[config.mk]
export PLATFORM = sky130hd
export DESIGN_NAME = tqs_setup_regs
export DESIGN_NICKNAME = d
export VERILOG_FILES = /design/src/rtl/tqs_queue_regs.v /design/src/rtl/tqs_setup_regs.v
export VERILOG_INCLUDE_DIRS = /design/src /design/src/rtl
export SDC_FILE = /design/constraint.sdc
export NUM_CORES = 1
export LEC_CHECK = 0
export BUFFER_PORTS_ARGS = -buffer_cell sky130_fd_sc_hd__buf_4
export CORE_ASPECT_RATIO = 0.7
export CORE_MARGIN = 2
export CORE_UTILIZATION = 35
export CTS_CLUSTER_DIAMETER = 60
export CTS_CLUSTER_SIZE = 12
export DETAILED_ROUTE_END_ITERATION = 16
export GPL_TIMING_DRIVEN = 0
export PLACE_DENSITY_LB_ADDON = 0.3
export SETUP_SLACK_MARGIN = 0.5
export SLEW_MARGIN = 20
export SYNTH_ARGS = -nofsm -noshare
export SYNTH_HDL_FRONTEND = slang
export SYNTH_SLANG_ARGS = --single-unit
[constraint.sdc]
create_clock -name hclk -period 2.75 [get_ports hclk]
set_input_delay 0.55 -clock hclk [delete_from_list [all_inputs] [get_ports hclk]]
set_output_delay 0.55 -clock hclk [all_outputs]
set_load 0.03 [all_outputs]
[src/rtl/tqs_defines.vh]
// constants for the queue and stream table setup register bank
// assumes a 32-bit AHB-Lite register port and one 50 MHz clock
`ifndef TQS_DEFINES_VH
`define TQS_DEFINES_VH

// ****************************************************************
// register byte offsets
// ****************************************************************
`define TQS_OFS_IDR0      8'h00
`define TQS_OFS_CR0       8'h20
`define TQS_OFS_CR0ACK    8'h24
`define TQS_OFS_STATUS    8'h28
`define TQS_OFS_STT_BASE  8'h80
`define TQS_OFS_STT_CFG   8'h88
`define TQS_OFS_CQ_BASE   8'h90
`define TQS_OFS_CQ_WR     8'h98
`define TQS_OFS_CQ_RD     8'h9C
`define TQS_OFS_EQ_BASE   8'hA0
`define TQS_OFS_EQ_WR     8'hA8
`define TQS_OFS_EQ_RD     8'hAC
`define TQS_ADDR_W        8

// ****************************************************************
// field layouts
// ****************************************************************
`define TQS_CR0_EVTQ_BIT  2
`define TQS_CR0_CMDQ_BIT  3
`define TQS_IDR0_COH_BIT  4
`define TQS_ST_CQ_EMPTY   0
`define TQS_ST_EQ_EMPTY   1
`define TQS_STT_CFG_MASK  32'h0003003F
`define TQS_QB_SIZE_MSB   4
`define TQS_QB_SIZE_W     5
`define TQS_QB_SIZE_MAX   5'h13
`define TQS_IDX_W         20
`define TQS_RESET_WORD    32'h00000000

// ****************************************************************
// timing
// ****************************************************************
`define TQS_CLK_NS        20
`define TQS_EN_LAT_NS     80
`define TQS_EN_CNT_W      4

`endif

[src/rtl/tqs_queue_regs.v]
// one queue: base/size register, write and read indices, enable ack
// assumes writes arrive as single-cycle strobes from the bus slave
`timescale 1ns/1ps
`include "tqs_defines.vh"

module tqs_queue_regs (
  input  wire                   hclk,
  input  wire                   hresetn,
  input  wire                   base_we,
  input  wire                   wr_idx_we,
  input  wire                   rd_idx_we,
  input  wire [31:0]            wdata,
  input  wire                   enable,
  output reg  [31:0]            base_q,
  output reg  [`TQS_IDX_W-1:0]  wr_idx_q,
  output reg  [`TQS_IDX_W-1:0]  rd_idx_q,
  output wire                   empty,
  output reg                    ack_q
);

  localparam integer EN_CYC_I =
    (`TQS_EN_LAT_NS + `TQS_CLK_NS - 1) / `TQS_CLK_NS;
  // latency count cut to the counter width on purpose
  localparam [`TQS_EN_CNT_W-1:0] EN_CYC = EN_CYC_I[`TQS_EN_CNT_W-1:0];

  reg  [`TQS_EN_CNT_W-1:0] cnt_q;
  reg  [`TQS_QB_SIZE_W-1:0] size_w;
  wire [`TQS_IDX_W-1:0]     mask_w;

  // ****************************************************************
  // size limits writable index bits
  // ****************************************************************
  // oversize values clamp so the shift never exceeds the index width
  always @* begin
    if (base_q[`TQS_QB_SIZE_MSB:0] > `TQS_QB_SIZE_MAX) begin
      size_w = `TQS_QB_SIZE_MAX;
    end else begin
      size_w = base_q[`TQS_QB_SIZE_MSB:0];
    end
  end

  // index bits plus one wrap bit above them
  assign mask_w = ~({`TQS_IDX_W{1'b1}} << (size_w + 5'h01));

  assign empty = (wr_idx_q == rd_idx_q);

  // ****************************************************************
  // registers
  // ****************************************************************
  // base is frozen while the queue is live, to keep indices coherent
  always @(posedge hclk or negedge hresetn) begin
    if (!hresetn) begin
      base_q   <= `TQS_RESET_WORD;
      wr_idx_q <= {`TQS_IDX_W{1'b0}};
      rd_idx_q <= {`TQS_IDX_W{1'b0}};
    end else begin
      if (base_we && !enable && !ack_q) begin
        base_q <= wdata;
      end
      if (wr_idx_we) begin
        wr_idx_q <= wdata[`TQS_IDX_W-1:0] & mask_w;
      end
      if (rd_idx_we) begin
        rd_idx_q <= wdata[`TQS_IDX_W-1:0] & mask_w;
      end
    end
  end

  // ****************************************************************
  // enable acknowledge
  // ****************************************************************
  // ack holds until the change has settled for the full latency
  always @(posedge hclk or negedge hresetn) begin
    if (!hresetn) begin
      ack_q <= 1'b0;
      cnt_q <= {`TQS_EN_CNT_W{1'b0}};
    end else if (enable != ack_q) begin
      if (cnt_q == EN_CYC - 1'b1) begin
        ack_q <= enable;
        cnt_q <= {`TQS_EN_CNT_W{1'b0}};
      end else begin
        cnt_q <= cnt_q + 1'b1;
      end
    end else begin
      cnt_q <= {`TQS_EN_CNT_W{1'b0}};
    end
  end

endmodule // tqs_queue_regs

[src/rtl/tqs_setup_regs.v]
// queue and stream table setup register bank behind an AHB-Lite port
// assumes one clock, whole-word single transfers, and that the
// table walker presents fetched entry words as one-cycle strobes
//
// Overview of operation
// - The size field of each queue base limits which bits of its read and write indices are writable.
// - A queue is empty whenever its read index equals its write index.
// - A stream table config register holds format and size, and a separate register holds the base.
// - A stream table entry whose valid bit is clear is flagged invalid and never usable.
// - The coherent access flag in identification register zero reads 0 when coherent access is absent.
// - Setting the command queue enable makes the matching ack bit set once enabling completes.
// - The event queue ack bit sets only once event queue enabling completes.
`timescale 1ns/1ps
`include "tqs_defines.vh"

module tqs_setup_regs (
  input  wire                   hclk,
  input  wire                   hresetn,
  input  wire                   hsel,
  input  wire [31:0]            haddr,
  input  wire [1:0]             htrans,
  input  wire                   hwrite,
  input  wire [2:0]             hsize,
  input  wire [31:0]            hwdata,
  input  wire                   hready,
  output reg  [31:0]            hrdata,
  output wire                   hreadyout,
  output wire                   hresp,
  input  wire                   tcu_coherent_ok,
  input  wire                   entry_fetch_valid,
  input  wire                   entry_valid_bit,
  output reg                    entry_usable,
  output reg                    entry_invalid,
  output wire [31:0]            stream_table_base,
  output wire [31:0]            stream_table_config,
  output wire [31:0]            command_queue_base_reg,
  output wire [`TQS_IDX_W-1:0]  command_write_index,
  output wire [`TQS_IDX_W-1:0]  command_read_index,
  output wire                   command_queue_empty,
  output wire                   command_queue_live,
  output wire [31:0]            event_queue_base_reg,
  output wire [`TQS_IDX_W-1:0]  event_write_index,
  output wire [`TQS_IDX_W-1:0]  event_read_index,
  output wire                   event_queue_empty,
  output wire                   event_queue_live
);

  reg                       dp_wr_q;
  reg                       dp_rd_q;
  reg  [`TQS_ADDR_W-1:0]    dp_addr_q;
  reg  [31:0]               cr0_q;
  reg  [31:0]               stt_base_q;
  reg  [31:0]               stt_cfg_q;
  reg  [31:0]               rdata_d;
  wire                      accept;
  wire                      wr_cr0;
  wire                      wr_stt_base;
  wire                      wr_stt_cfg;
  wire                      wr_cq_base;
  wire                      wr_cq_wr;
  wire                      wr_cq_rd;
  wire                      wr_eq_base;
  wire                      wr_eq_wr;
  wire                      wr_eq_rd;
  wire                      cq_ack;
  wire                      eq_ack;
  wire [31:0]               ack_word;
  wire [31:0]               idr0_word;
  wire [31:0]               status_word;

  // ****************************************************************
  // AHB-Lite slave front end
  // ****************************************************************
  // writes take no wait state; reads take one so hrdata is a flop and
  // a read right after a write already sees the written value
  assign accept    = hsel & htrans[1] & hready;
  assign hreadyout = ~dp_rd_q;
  assign hresp     = 1'b0;

  always @(posedge hclk or negedge hresetn) begin
    if (!hresetn) begin
      dp_wr_q   <= 1'b0;
      dp_rd_q   <= 1'b0;
      dp_addr_q <= {`TQS_ADDR_W{1'b0}};
    end else if (accept) begin
      dp_wr_q   <= hwrite;
      dp_rd_q   <= ~hwrite;
      dp_addr_q <= {haddr[`TQS_ADDR_W-1:2], 2'h0};
    end else begin
      dp_wr_q   <= 1'b0;
      dp_rd_q   <= 1'b0;
    end
  end

  // ****************************************************************
  // write strobes, taken in the data phase
  // ****************************************************************
  assign wr_cr0      = dp_wr_q && (dp_addr_q == `TQS_OFS_CR0);
  assign wr_stt_base = dp_wr_q && (dp_addr_q == `TQS_OFS_STT_BASE);
  assign wr_stt_cfg  = dp_wr_q && (dp_addr_q == `TQS_OFS_STT_CFG);
  assign wr_cq_base  = dp_wr_q && (dp_addr_q == `TQS_OFS_CQ_BASE);
  assign wr_cq_wr    = dp_wr_q && (dp_addr_q == `TQS_OFS_CQ_WR);
  assign wr_cq_rd    = dp_wr_q && (dp_addr_q == `TQS_OFS_CQ_RD);
  assign wr_eq_base  = dp_wr_q && (dp_addr_q == `TQS_OFS_EQ_BASE);
  assign wr_eq_wr    = dp_wr_q && (dp_addr_q == `TQS_OFS_EQ_WR);
  assign wr_eq_rd    = dp_wr_q && (dp_addr_q == `TQS_OFS_EQ_RD);

  // ****************************************************************
  // control and stream table registers
  // ****************************************************************
  // only the two queue enables are kept in control register zero
  always @(posedge hclk or negedge hresetn) begin
    if (!hresetn) begin
      cr0_q      <= `TQS_RESET_WORD;
      stt_base_q <= `TQS_RESET_WORD;
      stt_cfg_q  <= `TQS_RESET_WORD;
    end else begin
      if (wr_cr0) begin
        cr0_q <= `TQS_RESET_WORD;
        cr0_q[`TQS_CR0_CMDQ_BIT] <= hwdata[`TQS_CR0_CMDQ_BIT];
        cr0_q[`TQS_CR0_EVTQ_BIT] <= hwdata[`TQS_CR0_EVTQ_BIT];
      end
      if (wr_stt_base) begin
        stt_base_q <= hwdata;
      end
      if (wr_stt_cfg) begin
        stt_cfg_q <= hwdata & `TQS_STT_CFG_MASK;
      end
    end
  end

  assign stream_table_base   = stt_base_q;
  assign stream_table_config = stt_cfg_q;

  // ****************************************************************
  // queues
  // ****************************************************************
  tqs_queue_regs u_cmd_queue (
    .hclk      (hclk),
    .hresetn   (hresetn),
    .base_we   (wr_cq_base),
    .wr_idx_we (wr_cq_wr),
    .rd_idx_we (wr_cq_rd),
    .wdata     (hwdata),
    .enable    (cr0_q[`TQS_CR0_CMDQ_BIT]),
    .base_q    (command_queue_base_reg),
    .wr_idx_q  (command_write_index),
    .rd_idx_q  (command_read_index),
    .empty     (command_queue_empty),
    .ack_q     (cq_ack)
  );

  tqs_queue_regs u_evt_queue (
    .hclk      (hclk),
    .hresetn   (hresetn),
    .base_we   (wr_eq_base),
    .wr_idx_we (wr_eq_wr),
    .rd_idx_we (wr_eq_rd),
    .wdata     (hwdata),
    .enable    (cr0_q[`TQS_CR0_EVTQ_BIT]),
    .base_q    (event_queue_base_reg),
    .wr_idx_q  (event_write_index),
    .rd_idx_q  (event_read_index),
    .empty     (event_queue_empty),
    .ack_q     (eq_ack)
  );

  // a queue is only live for the walker once its ack has set
  assign command_queue_live = cq_ack;
  assign event_queue_live   = eq_ack;

  // ****************************************************************
  // stream table entry validity screen
  // ****************************************************************
  // a cleared valid bit never reaches the translation path as usable
  always @(posedge hclk or negedge hresetn) begin
    if (!hresetn) begin
      entry_usable  <= 1'b0;
      entry_invalid <= 1'b0;
    end else begin
      entry_usable  <= entry_fetch_valid & entry_valid_bit;
      entry_invalid <= entry_fetch_valid & ~entry_valid_bit;
    end
  end

  // ****************************************************************
  // read-only words
  // ****************************************************************
  assign ack_word = {{(31-`TQS_CR0_CMDQ_BIT){1'b0}}, cq_ack, eq_ack,
                     {`TQS_CR0_EVTQ_BIT{1'b0}}};
  assign idr0_word = {{(31-`TQS_IDR0_COH_BIT){1'b0}},
                      tcu_coherent_ok,
                      {`TQS_IDR0_COH_BIT{1'b0}}};
  assign status_word = {30'h00000000, event_queue_empty,
                        command_queue_empty};

  // ****************************************************************
  // read mux, registered into hrdata
  // ****************************************************************
  // unmapped offsets read as zero with an OKAY response
  always @* begin
    case (dp_addr_q)
      `TQS_OFS_IDR0:     rdata_d = idr0_word;
      `TQS_OFS_CR0:      rdata_d = cr0_q;
      `TQS_OFS_CR0ACK:   rdata_d = ack_word;
      `TQS_OFS_STATUS:   rdata_d = status_word;
      `TQS_OFS_STT_BASE: rdata_d = stt_base_q;
      `TQS_OFS_STT_CFG:  rdata_d = stt_cfg_q;
      `TQS_OFS_CQ_BASE:  rdata_d = command_queue_base_reg;
      `TQS_OFS_CQ_WR:    rdata_d = {12'h000, command_write_index};
      `TQS_OFS_CQ_RD:    rdata_d = {12'h000, command_read_index};
      `TQS_OFS_EQ_BASE:  rdata_d = event_queue_base_reg;
      `TQS_OFS_EQ_WR:    rdata_d = {12'h000, event_write_index};
      `TQS_OFS_EQ_RD:    rdata_d = {12'h000, event_read_index};
      default:           rdata_d = `TQS_RESET_WORD;
    endcase
  end

  always @(posedge hclk or negedge hresetn) begin
    if (!hresetn) begin
      hrdata <= `TQS_RESET_WORD;
    end else if (dp_rd_q) begin
      hrdata <= rdata_d;
    end
  end

endmodule // tqs_setup_regs

==> results by group <==
Status
  – Status: completed

CTS
  – Root buffer cell: clkbuf_16
  – H-tree depth: 1
  – Num CTS Buffers: 24
  – CTS tree: done
  – Reg clk slew, reported paths: 0.06 ns
  – Worst-Skew Late Latency: 0.54 ns
  – Clock Tree Buf Depth: 3
  – Sink Count: 238

Worst setup path
  – CP peak stage delay: 0.45 ns
  – Critical Path Sink Type: output port
  – WP data required: 2.20 ns
  – RR Startpoint: u_cmd_queue.base_q[3]$_DFFE_PN0P_
  – Data arrival time of the critical path: 2.07 ns
  – WS Path Type: reg2out
  – CP max stage cell: dfrtp_1
  – Worst-path cell chain: xor2_1 -> nor4_1 -> nand3_1 -> nor3_4 -> buf_6
  – R2R setup slack: 0.39 ns
  – Nature of the critical path startpoint: flip-flop
  – Crit-path max FO: 4
  – Reg2reg end: u_cmd_queue.rd_idx_q[2]$_DFFE_PN0P_
  – Reg2Reg Depth: 11

Synth
  – Mapped Area: 11600 um^2
  – Synth area leader: dfrtp_1
  – Sequential fraction of the synthesis area: 51.5%
  – Number of synthesized register bits: 238
  – Yosys warns: 0
  – Synth Area per Inst: 11.3 um^2
  – Yosys cell types: 53
  – Primary FF master, synth: dfrtp_1
  – Area contributors post-synth: dfrtp_1 52%, mux2_2 11%, nand2_1 4.1%
  – Post-synth top cells: 238 x dfrtp_1, 127 x nand2_1, 108 x mux2_2
  – Top-count cell post-synth: dfrtp_1
  – EDFF count, synth: 0
  – Mapped Cells: 1022
  – Top cell type's share of synthesized area: 51.5%
  – Async set-reset flop share out of synthesis: 100%

Global route
  – Largest net degree at the start of global routing: 92
  – Vias in the first global route: 9804
  – Antenna violations before repair: 2
  – Total GRT Usage: 25.4%
  – First-pass GRT wire length: 65300 um
  – GRT Residual Overflow: 0

Placed design
  – Pre-CTS WS: 0.247 ns
  – Dpl hpwl: 33100 um
  – Port Buffer Count: 269
  – RD Place Congestion: 0.922

STA
  – Period utilisation layout: 95.4%
  – Fmax: 381 MHz
  – Slew @ Worst Pin: 0.683 ns
  – Hold Worst Slack: 0.0119 ns
  – Final setup viols: 0
  – Setup WS post-layout: 0.127 ns
  – Slew headroom: 54.4%
  – RSZ-0062 raised after global routing: true
  – Period minus WS final: 2.62 ns
  – Final Hold Violating Endpoints: 0
  – Clock Skew: 0.0159 ns
  – Max-slew violations: 0

Die
  – Initial Utilization: 35.7%
  – Die height: 156 um
  – Row cnt: 55
  – Ports: 325
  – Die ar.: 34500 um^2
  – Die width: 221 um
  – Core Region: 32400 um^2

Cells and area
  – Synthesis-to-layout area growth: 37.5%
  – Core Util, Final: 49.0%
  – Share of post-route cells with drive strength above 1: 46.0%
  – Nets: 1476
  – # diodes: 0

Drt
  – Detailed Route Iter0 Violations: 945
  – Wire length per cell: 24.6 um
  – Drt total wl: 44900 um
  – Post-route ant nets: 0
  – Remaining DRCs: 0
  – Vias: 9911
  – DRT Pass-1 Iters: 5
  – Vias per cell: 5.44

Pwr
  – Maximum vdd drop: 0.390 mV
  – Static leakage: 7.52 nW
  – PD cells: 645 nW/um^2
  – Total power: 10.2 mW

Worst hold path
  – HP Class: in2async

Run
  – Max Cap Violations: 0
[layer usage]
layer,wire length (um),track usage [%],vias to the layer above
met5,0,0,-
met4,1340,7.70,0
met3,4290,7.18,70
met2,19400,36.6,445
met1,19900,36.8,5047
li1,-,-,4349
[registers in the layout, indices dropped and copies added, names as in the netlist, 6 cells and up]
signal	flops
hrdata	32
stream_table_base	32
u_cmd_queue.base_q	32
u_evt_queue.base_q	32
u_cmd_queue.rd_idx_q	20
u_cmd_queue.wr_idx_q	20
u_evt_queue.rd_idx_q	20
u_evt_queue.wr_idx_q	20
stream_table_config	8
dp_addr_q	6
[layout by cell type, fill, tap and decap left out, types with 11 or more instances in the layout]
cell       Yosys  layout
dfrtp_1      238     222
nor2_1        30      29
a22oi_1       39      39
buf_2         27      18
mux2_4        30      33
xor2_1        26      26
conb_1         1      25
o21ai_1        0      17
clkbuf_1      29      13
clkbuf_2       0      11
mux2_2       108     105
o21ai_0       73      47
nand3_1       26      20
xnor2_1       22      21
mux2i_1       23      21
o2bb2ai_1     18      17
clkbuf_16      0      25
dfrtp_2        0      16
nand2_1      127     120
buf_4         27     343
a21oi_1       15      11
a21o_1        17      15
a31oi_1       24      24
[through the flow]
| step | std cells | area (um^2) | TNS (ns) |
|---|---|---|---|
| 3_3_place_gp | 1742 | 14300 | -186.49 |
| 3_5_place_dp | 1744 | 14400 | 0 |
| 6_report | 1822 | 15900 | 0 |
| 4_1_cts | 1813 | 15600 | 0 |
| 5_1_grt | 1822 | 15900 | 0 |
| 2_1_floorplan | 1046 | 11800 | 0 |
[power breakdown]
part | internal, mW | switching, mW | total (mW)
clock | 1.74 | 1.38 | 3.12
combinational | 1.13 | 1.79 | 2.92
sequential | 3.85 | 0.365 | 4.21
[repair_timing]
| item | CTS | global route |
|---|---|---|
| pin swaps | 29 | 17 |
| buffers inserted | 39 | 9 |
| hold buffers | 0 | 0 |
| endpoints found under the setup margin | 151 | 162 |
| gates resized for setup | 69 | 83 |
[how the worst max path moves through the flow]
stage / start / to / slack (ns)
finish: u_cmd_queue.wr_idx_q[19]$_DFFE_PN0P_ / command_queue_empty / 0.13
global route: u_cmd_queue.rd_idx_q[12]$_DFFE_PN0P_ / command_queue_empty / 0.05
CTS: u_evt_queue.rd_idx_q[16]$_DFFE_PN0P_ / event_queue_empty / 0.09
detailed placement: u_evt_queue.base_q[4]$_DFFE_PN0P_ / u_evt_queue.wr_idx_q[14]$_DFFE_PN0P_ / 0.25
global placement: hresetn / u_evt_queue.base_q[2]$_DFFE_PN0P_ / -1.05
floorplan: u_cmd_queue.base_q[2]$_DFFE_PN0P_ / u_cmd_queue.wr_idx_q[2]$_DFFE_PN0P_ / 0.38
[cells by family after synthesis]
kind of cell    after synthesis  share of synthesized area [%]
mux                         163                           16.6
buf+inv                      95                           4.45
fa+ha+maj                     8                          0.866
xor+xnor                     48                           3.64
compound gates              225                           13.1
other cells                   1                         0.0324
flops                       238                           51.5
simple gates                244                           9.81
[critical path: cells and delay by family (launching register included)]
family                 cells  cell delay [ns]
XOR/XNOR                   1             0.17
buffers and inverters      1             0.18
flip-flops                 1             0.45
AND/OR/NAND/NOR            3             0.74
[final cells by class]
type / instances / area, um^2
repair buffers: 319 / 2460
inverters: 6 / 23.8
well taps: 427 / 534
plain buffers: 89 / 609
fillers: 2938 / 16500
flip-flops and latches: 238 / 5980
multi-input cells: 713 / 5610
clock inverters: 2 / 38.8
clock buffers: 28 / 647
No activity file was read; power rests on OpenSTA's default activity.
